### src/core/gdic_consts.svh
// Timing constants and functional notes for the gate drive input conditioning block.
// Functional notes
// - Every high-side, low-side, auxiliary and enable command passes through its own glitch filter before use.
// - A level shorter than the filter minimum time never changes the filtered output, so a rejected pulse has zero width.
// - While the filtered signal rests low, positive spikes shorter than the filter minimum time are suppressed.
// - While the filtered signal rests high, negative spikes shorter than the filter minimum time are suppressed.
// - An accepted pulse of either polarity leaves the filter with about the width it entered with.
// - Each high-side channel has a bootstrap switch that is on while its low-side output is high and off otherwise.
// - A channel's bootstrap switch is forced off while its floating supply is above about 110% of the logic supply.
// - A switch-node swing below -20 V lasting over 100 ns holds all high-side outputs off for 4.5 us.
`ifndef GDIC_CONSTS_SVH
`define GDIC_CONSTS_SVH

`define GDIC_CLK_PERIOD_NS 100
`define GDIC_FILTER_MIN_TIME_NS 200
`define GDIC_FILTER_CYCLES ((`GDIC_FILTER_MIN_TIME_NS + `GDIC_CLK_PERIOD_NS - 1) / `GDIC_CLK_PERIOD_NS)
`define GDIC_FILTER_CNT_W 4
`define GDIC_HS_MIN_PULSE_NS 500
`define GDIC_NEG_QUAL_NS 100
`define GDIC_NEG_QUAL_CYCLES ((`GDIC_NEG_QUAL_NS + `GDIC_CLK_PERIOD_NS - 1) / `GDIC_CLK_PERIOD_NS)
`define GDIC_HOLDOFF_NS 4500
`define GDIC_HOLDOFF_CYCLES (`GDIC_HOLDOFF_NS / `GDIC_CLK_PERIOD_NS)
`define GDIC_HOLD_CNT_W 8
`define GDIC_NUM_PHASES 3
`define GDIC_NUM_INPUTS 8

`endif

### src/core/gdic_pkg.sv
// Types shared by the gate drive input conditioning block.
`default_nettype none
package gdic_pkg;
    typedef struct packed {
        logic enable;
        logic aux_switch_cmd;
        logic [2:0] low_side_cmd;
        logic [2:0] high_side_cmd;
    } gdic_cmd_type;

    typedef struct packed {
        logic aux_switch_drive;
        logic [2:0] bottom_gate_drive;
        logic [2:0] top_gate_drive;
    } gdic_drive_type;
endpackage : gdic_pkg
`default_nettype wire

### src/core/gdic_filter.sv
// Symmetric glitch filter for one command input.
`include "gdic_consts.svh"
`default_nettype none
module gdic_filter
#(
    parameter int unsigned CYCLES = `GDIC_FILTER_CYCLES
)
(
    input wire logic sys_clk,
    input wire logic reset,
    input wire logic raw,
    output logic filt_q
);
    localparam logic [`GDIC_FILTER_CNT_W-1:0] LAST = `GDIC_FILTER_CNT_W'(CYCLES - 1);

    logic [`GDIC_FILTER_CNT_W-1:0] cnt_q;

    always_ff @(posedge sys_clk)
    begin
        if (reset)
        begin
            cnt_q <= '0;
            filt_q <= 1'b0;
        end
        else if (raw == filt_q)
        begin
            cnt_q <= '0;
        end
        else if (cnt_q == LAST)
        begin
            cnt_q <= '0;
            filt_q <= raw;
        end
        else
        begin
            cnt_q <= cnt_q + `GDIC_FILTER_CNT_W'(1);
        end
    end

    spike_low_a: assert property (@(posedge sys_clk) disable iff (reset)
        (!filt_q && raw && cnt_q == '0) ##1 !raw |=> !filt_q)
        else $error("Short positive spike reached the filtered output.");

    spike_high_a: assert property (@(posedge sys_clk) disable iff (reset)
        (filt_q && !raw && cnt_q == '0) ##1 raw |=> filt_q)
        else $error("Short negative spike reached the filtered output.");

    change_needs_persist_a: assert property (@(posedge sys_clk) disable iff (reset)
        $changed(filt_q) |-> $past(raw, 1) == filt_q && $past(raw, 2) == filt_q)
        else $error("Filtered output changed before the input persisted.");

    flip_at_count_a: assert property (@(posedge sys_clk) disable iff (reset)
        (raw != filt_q && cnt_q == LAST) |=> (filt_q == $past(raw) && cnt_q == '0))
        else $error("Filter did not follow a persisted level on time.");

endmodule : gdic_filter
`default_nettype wire

### src/core/gdic_top.sv
// Input conditioning, bootstrap switch control and negative transient hold-off of the gate driver.
`include "gdic_consts.svh"
`default_nettype none
module gdic_top
    import gdic_pkg::*;
(
    input wire logic sys_clk,
    input wire logic reset,
    input wire gdic_cmd_type cmd,
    input wire logic [2:0] supply_over_thresh,
    input wire logic neg_transient,
    output gdic_drive_type drive_q,
    output logic [2:0] boot_switch_q,
    output logic holdoff_q
);
    localparam logic [`GDIC_HOLD_CNT_W-1:0] HOLD_LOAD = `GDIC_HOLD_CNT_W'(`GDIC_HOLDOFF_CYCLES);
    localparam logic [1:0] NEG_QUAL = 2'(`GDIC_NEG_QUAL_CYCLES);
    localparam logic [`GDIC_HOLD_CNT_W-1:0] QUIET_DONE = `GDIC_HOLD_CNT_W'(`GDIC_HOLDOFF_CYCLES + 1);

    typedef enum logic [1:0] {
        GDIC_IDLE,
        GDIC_QUALIFY,
        GDIC_HOLD
    } gdic_hold_state_type;

    gdic_cmd_type cmd_f;
    gdic_drive_type drive_d;
    gdic_hold_state_type hold_state_q;
    logic [`GDIC_HOLD_CNT_W-1:0] hold_cnt_q;
    logic [1:0] neg_cnt_q;
    logic neg_trigger;
    logic hold_active;
    logic [2:0] boot_d;
    logic [`GDIC_HOLD_CNT_W-1:0] quiet_cnt_q;

    genvar gi;
    generate
        for (gi = 0; gi < `GDIC_NUM_INPUTS; gi++)
        begin : g_filter
            gdic_filter #(
                .CYCLES(`GDIC_FILTER_CYCLES)
            ) u_filter (
                .sys_clk(sys_clk),
                .reset(reset),
                .raw(cmd[gi]),
                .filt_q(cmd_f[gi])
            );
        end
    endgenerate

    // The transient is qualified only once it has outlasted the minimum duration.
    assign neg_trigger = neg_transient && (neg_cnt_q >= NEG_QUAL);
    assign hold_active = neg_trigger || (hold_state_q == GDIC_HOLD);

    always_ff @(posedge sys_clk)
    begin
        if (reset)
        begin
            neg_cnt_q <= '0;
        end
        else if (!neg_transient)
        begin
            neg_cnt_q <= '0;
        end
        else if (neg_cnt_q < NEG_QUAL)
        begin
            neg_cnt_q <= neg_cnt_q + 2'(1);
        end
    end

    always_ff @(posedge sys_clk)
    begin
        if (reset)
        begin
            hold_state_q <= GDIC_IDLE;
            hold_cnt_q <= '0;
        end
        else if (neg_trigger)
        begin
            hold_state_q <= GDIC_HOLD;
            hold_cnt_q <= HOLD_LOAD;
        end
        else
        begin
            unique case (hold_state_q)
                GDIC_IDLE:
                begin
                    if (neg_transient)
                    begin
                        hold_state_q <= GDIC_QUALIFY;
                    end
                end
                GDIC_QUALIFY:
                begin
                    if (!neg_transient)
                    begin
                        hold_state_q <= GDIC_IDLE;
                    end
                end
                GDIC_HOLD:
                begin
                    if (hold_cnt_q == `GDIC_HOLD_CNT_W'(1))
                    begin
                        hold_state_q <= GDIC_IDLE;
                    end
                    hold_cnt_q <= hold_cnt_q - `GDIC_HOLD_CNT_W'(1);
                end
                default:
                begin
                    hold_state_q <= GDIC_IDLE;
                    hold_cnt_q <= '0;
                end
            endcase
        end
    end

    // Counts quiet cycles since the last trigger so the hold-off length can be checked without a long repetition.
    always_ff @(posedge sys_clk)
    begin
        if (reset)
        begin
            quiet_cnt_q <= '0;
        end
        else if (neg_trigger)
        begin
            quiet_cnt_q <= `GDIC_HOLD_CNT_W'(1);
        end
        else if (neg_transient || quiet_cnt_q == '0 || quiet_cnt_q == QUIET_DONE)
        begin
            quiet_cnt_q <= '0;
        end
        else
        begin
            quiet_cnt_q <= quiet_cnt_q + `GDIC_HOLD_CNT_W'(1);
        end
    end

    // Disabled commands turn every gate, auxiliary and bootstrap switch output off; the hold-off only touches the high side.
    always_comb
    begin
        drive_d.top_gate_drive = cmd_f.high_side_cmd & {3{cmd_f.enable && !hold_active}};
        drive_d.bottom_gate_drive = cmd_f.low_side_cmd & {3{cmd_f.enable}};
        drive_d.aux_switch_drive = cmd_f.aux_switch_cmd && cmd_f.enable;
    end

    assign boot_d = drive_d.bottom_gate_drive & ~supply_over_thresh;

    always_ff @(posedge sys_clk)
    begin
        if (reset)
        begin
            drive_q <= '0;
        end
        else
        begin
            drive_q <= drive_d;
        end
    end

    always_ff @(posedge sys_clk)
    begin
        if (reset)
        begin
            boot_switch_q <= '0;
        end
        else
        begin
            boot_switch_q <= boot_d;
        end
    end

    always_ff @(posedge sys_clk)
    begin
        if (reset)
        begin
            holdoff_q <= 1'b0;
        end
        else
        begin
            holdoff_q <= hold_active;
        end
    end

    enable_gates_all_a: assert property (@(posedge sys_clk) disable iff (reset)
        !cmd_f.enable |=> drive_q == '0)
        else $error("Outputs active while the filtered enable is low.");

    boot_follows_low_a: assert property (@(posedge sys_clk) disable iff (reset)
        ##1 boot_switch_q == (drive_q.bottom_gate_drive & ~$past(supply_over_thresh)))
        else $error("Bootstrap switch does not follow the low-side output.");

    boot_over_off_a: assert property (@(posedge sys_clk) disable iff (reset)
        supply_over_thresh[0] |=> !boot_switch_q[0])
        else $error("Bootstrap switch on while the floating supply is over threshold.");

    holdoff_top_off_a: assert property (@(posedge sys_clk) disable iff (reset)
        neg_trigger |=> (drive_q.top_gate_drive == '0) [*8])
        else $error("High-side output on during the transient hold-off.");

    holdoff_length_a: assert property (@(posedge sys_clk) disable iff (reset)
        quiet_cnt_q == QUIET_DONE |-> hold_state_q == GDIC_IDLE && $past(hold_state_q) == GDIC_HOLD)
        else $error("Hold-off did not last the programmed count.");

    short_transient_a: assert property (@(posedge sys_clk) disable iff (reset)
        (!neg_transient ##1 neg_transient ##1 !neg_transient) |-> !neg_trigger && hold_state_q != GDIC_HOLD)
        else $error("A one-cycle switch-node transient started the hold-off.");

    held_outputs_a: assert property (@(posedge sys_clk) disable iff (reset)
        hold_active |=> !holdoff_q || drive_q.top_gate_drive == '0)
        else $error("Hold-off flag and high-side outputs disagree.");

    low_side_free_a: assert property (@(posedge sys_clk) disable iff (reset)
        (hold_active && cmd_f.enable) |=> drive_q.bottom_gate_drive == $past(cmd_f.low_side_cmd))
        else $error("Hold-off wrongly touched the low-side outputs.");

endmodule : gdic_top
`default_nettype wire

### config.mk
export PLATFORM = sky130hd
export DESIGN_NAME = gdic_top
export DESIGN_NICKNAME = d
export VERILOG_FILES = /design/src/core/gdic_pkg.sv /design/src/core/gdic_filter.sv /design/src/core/gdic_top.sv
export VERILOG_INCLUDE_DIRS = /design/src /design/src/core
export SDC_FILE = /design/constraint.sdc
export NUM_CORES = 1
export LEC_CHECK = 0
export ABC_CLOCK_PERIOD_IN_PS = 1900
export BUFFER_PORTS_ARGS = -buffer_cell sky130_fd_sc_hd__buf_2
export CAP_MARGIN = 20
export CORE_UTILIZATION = 58
export CTS_CLUSTER_DIAMETER = 50
export DETAILED_ROUTE_END_ITERATION = 8
export PLACE_DENSITY_LB_ADDON = 0.05
export SLEW_MARGIN = 20
export SYNTH_ARGS = -nofsm -noshare
export SYNTH_HDL_FRONTEND = slang
export SYNTH_SLANG_ARGS = --single-unit
### constraint.sdc
create_clock -name sys_clk -period 1.9 [get_ports sys_clk]
set_clock_uncertainty 0.15 [all_clocks]
set_input_delay 0.095 -clock sys_clk [delete_from_list [all_inputs] [get_ports sys_clk]]
set_output_delay 0.095 -clock sys_clk [all_outputs]
set_load 0.01 [all_outputs]
==> results.toml <==
[sta]
maxSlewHeadroom = 0.705
fin_crit_ps = 1790
fin_crit_sh = 0.943
tns_ps = 0
report.final.slew_viol_count = 0
tightest_slew_ps = 437
rsz0062_at_grt = "no"
setup_viol = 0
clock.fmax_mhz = 558
finalHoldViolCount = 0

[finish]
drive_gt1_frac = 0.146
fill_cells = 314
multi_input_area_um2 = 1270
post-route-util = 0.752
areaGrowthSynthToFinish_pct = 20.1
fin_nets = 344
regArea_um2 = 1260
diodes = 0

[critical_path]
critical_path_required_ps = 1960
critical_path_class = "reg2reg"
crit_fanout = 3
r2r-start = "g_filter[5].u_filter.cnt_q[1]"
rr_worst_depth = 6
start_kind = "register"
timing.rr.end = "g_filter[5].u_filter.filt_q"
endpoint_kind = "register"
cp.arrival_ps = 1860
r2r_slack_ps = 110

[detailed_routing]
drc = 0
drtIter0Drc = 65
vias = 1824
viasPerCell = 5.01
routed_wirelength_mm = 4.28
ant_nets = 0
dr.pass1.iters = 4
wire_per_inst_um = 11.8

[floorplan]
ios = 25
core.rowCount = 23
start_util = 0.626
core-area_um2 = 4140
die_area_um2 = 4750
die_h_um = 68.9
dieWidth_um = 68.9

[global_routing]
grt_pass1_wl_mm = 7.20
grt.overflow.total = 0
grt_usage = 0.213
antenna_found_initial = 0
grt_start_max_net_pins = 20
grt_pass1_vias = 1730

[logic_synthesis]
synthFlopType = "dfxtp_1"
yosysUniqueCellTypes = 34
yosysWarningCount = 0
synth.avg_cell_area_um2 = 9.87
synth_edf_count = 0
synth_top_cell_by_area = "dfxtp_1"
seq_area_frac_synth = 0.486
synth_top_area_share = 0.486
synth_most_common_cell = "dfxtp_1"
syn_inst = 263
ys_async_sr_fraction = 0
synthTopCellsByCount = "dfxtp_1, nor2_1, ha_1"
ys_seq_elements = 63
syn-num-nets = 297
yosys-top-cells-area = "dfxtp_1, ha_1, nor2_1"
syn-cell-area_um2 = 2590

[cts]
clk_latency_ps = 320
cts_setup_buffers = 0
cts_max_level = 3
clk_path_buf_depth = 2
tritoncts = "yes"
clock_tree.root_cell = "clkbuf_8"
clk_pin_slew_ps = 60
cts_inserted_buffers = 9
cts_num_sinks = 63

[pwr]
p_leak_nw = 1.28
ir_drop_mv = 0.590
cellPowerDensity_nw_per_um2 = 913
total_power_mw = 2.85

[place]
port_buffers = 24
dpl.hpwl_mm = 2.93
globalplace.congestion = 0.828

[run]
drv_cap = 0

[hold_path]
hp-class = "reg2reg"
worstHoldEndpoint = "g_filter[5].u_filter.cnt_q[0]"
hold_start = "g_filter[5].u_filter.cnt_q[0]"
whs_path_depth = 1

[outcome]
status = "complete, no violations"
worst max-delay path by stage:
stage / start / end / slack [ps] / depth (start not counted)
5_1_grt: g_filter[5].u_filter.cnt_q[1] / g_filter[5].u_filter.filt_q / 5 / 6
3_5_place_dp: hold_cnt_q[2] / hold_cnt_q[7] / 200 / 3
6_report: g_filter[5].u_filter.cnt_q[1] / g_filter[5].u_filter.filt_q / 110 / 6
2_1_floorplan: hold_cnt_q[2] / hold_cnt_q[7] / 250 / 3
4_1_cts: g_filter[5].u_filter.cnt_q[0] / g_filter[5].u_filter.filt_q / 10 / 5
3_3_place_gp: hold_cnt_q[2] / hold_cnt_q[7] / 220 / 3
worst max-delay path, cell delays in order (launching register included):
cell	delay (ps)
dfxtp_1	330
inv_1	60
ha_1	130
nor3b_4	200
mux2i_1	210
nor2_1	60
dlygate4sd3_1	560
metal layers:
| metal | track usage | vias to the layer above | routed length [µm] |
|---|---|---|---|
| li1 | - | 963 | - |
| met1 | 0.235 | 826 | 1980 |
| met2 | 0.364 | 28 | 2080 |
| met3 | 0.0576 | 7 | 156 |
| met4 | 0.128 | 0 | 64 |
| met5 | 0 | - | 0 |
area by class of cell:
cell class	instances	area share
Clock buffer	11	0.0422
Clock inverter	4	0.0153
Inverter	14	0.0169
Multi-Input combinational cell	180	0.407
Sequential cell	63	0.405
Tap cell	50	0.0201
Timing Repair Buffer	42	0.0931
stage by stage:
stage | area (µm²) | instances | worst slack (ps) | hold WS [ps]
after floorplan | 2590 | 263 | 253 | 16.6
after global placement | 2790 | 335 | 218 | 105
after detailed placement | 2790 | 335 | 197 | 104
after CTS | 3100 | 364 | 14.5 | 292
after global routing | 3120 | 364 | 5.30 | 301
final | 3120 | 364 | 109 | 286
sequential cells by signal (all words and copies together) (netlist names):
register                  flops
boot_switch_q                 3
drive_q                       7
g_filter.u_filter.cnt_q      32
g_filter.u_filter.filt_q      8
hold_cnt_q                    8
hold_state_q                  2
holdoff_q                     1
neg_cnt_q                     2
power breakdown:
part           leakage (nW)  total [mW]  internal [mW]  switching, mW
Sequential            0.512        1.45           1.39         0.0641
Clock                0.0892        1.06          0.595          0.464
Combinational         0.683       0.335          0.177          0.158
Total                  1.28        2.85           2.16          0.687
repair_timing:
item,CTS,global route
setup endpoints to repair,0,1
hold endpoints to repair,16,0
hold buffers,14,0
gates resized for setup,0,3
cell usage in the layout, fill, tap and decap left out, drive strengths merged:
cell / Yosys / final
a21o: 1 / 1
a21oi: 8 / 8
a22oi: 1 / 1
a311oi: 1 / 1
a32o: 1 / 1
and2: 7 / 7
and4b: 1 / 1
buf: 1 / 28
bufinv: 0 / 1
clkbuf: 5 / 11
clkinv: 0 / 2
clkinvlp: 0 / 1
dfxtp: 63 / 63
dlygate4sd3: 0 / 14
ha: 20 / 20
inv: 14 / 14
mux2i: 11 / 11
nand2: 2 / 2
nand2b: 4 / 4
nand3: 8 / 8
nand3b: 1 / 1
nor2: 46 / 46
nor2b: 9 / 9
nor3: 3 / 3
nor3b: 10 / 10
nor4: 2 / 2
nor4b: 2 / 2
o211ai: 1 / 1
o22ai: 1 / 1
o31a: 2 / 2
or2: 1 / 1
or2b: 1 / 1
or3: 9 / 9
or3b: 1 / 1
or4: 1 / 1
xnor2: 17 / 17
xor2: 8 / 8
logic make-up after synthesis:
| kind of cell | after synthesis | synth area share |
|---|---|---|
| AND/OR/NAND/NOR | 108 | 0.221 |
| buffers and inverters | 20 | 0.0289 |
| AO/OA/AOI/OAI | 16 | 0.0405 |
| multiplexers | 11 | 0.0424 |
| flip-flops | 63 | 0.486 |
| XOR/XNOR | 25 | 0.0844 |
| adder cells (fa/ha/maj) | 20 | 0.0964 |
No activity file was read; power rests on OpenSTA's default activity.
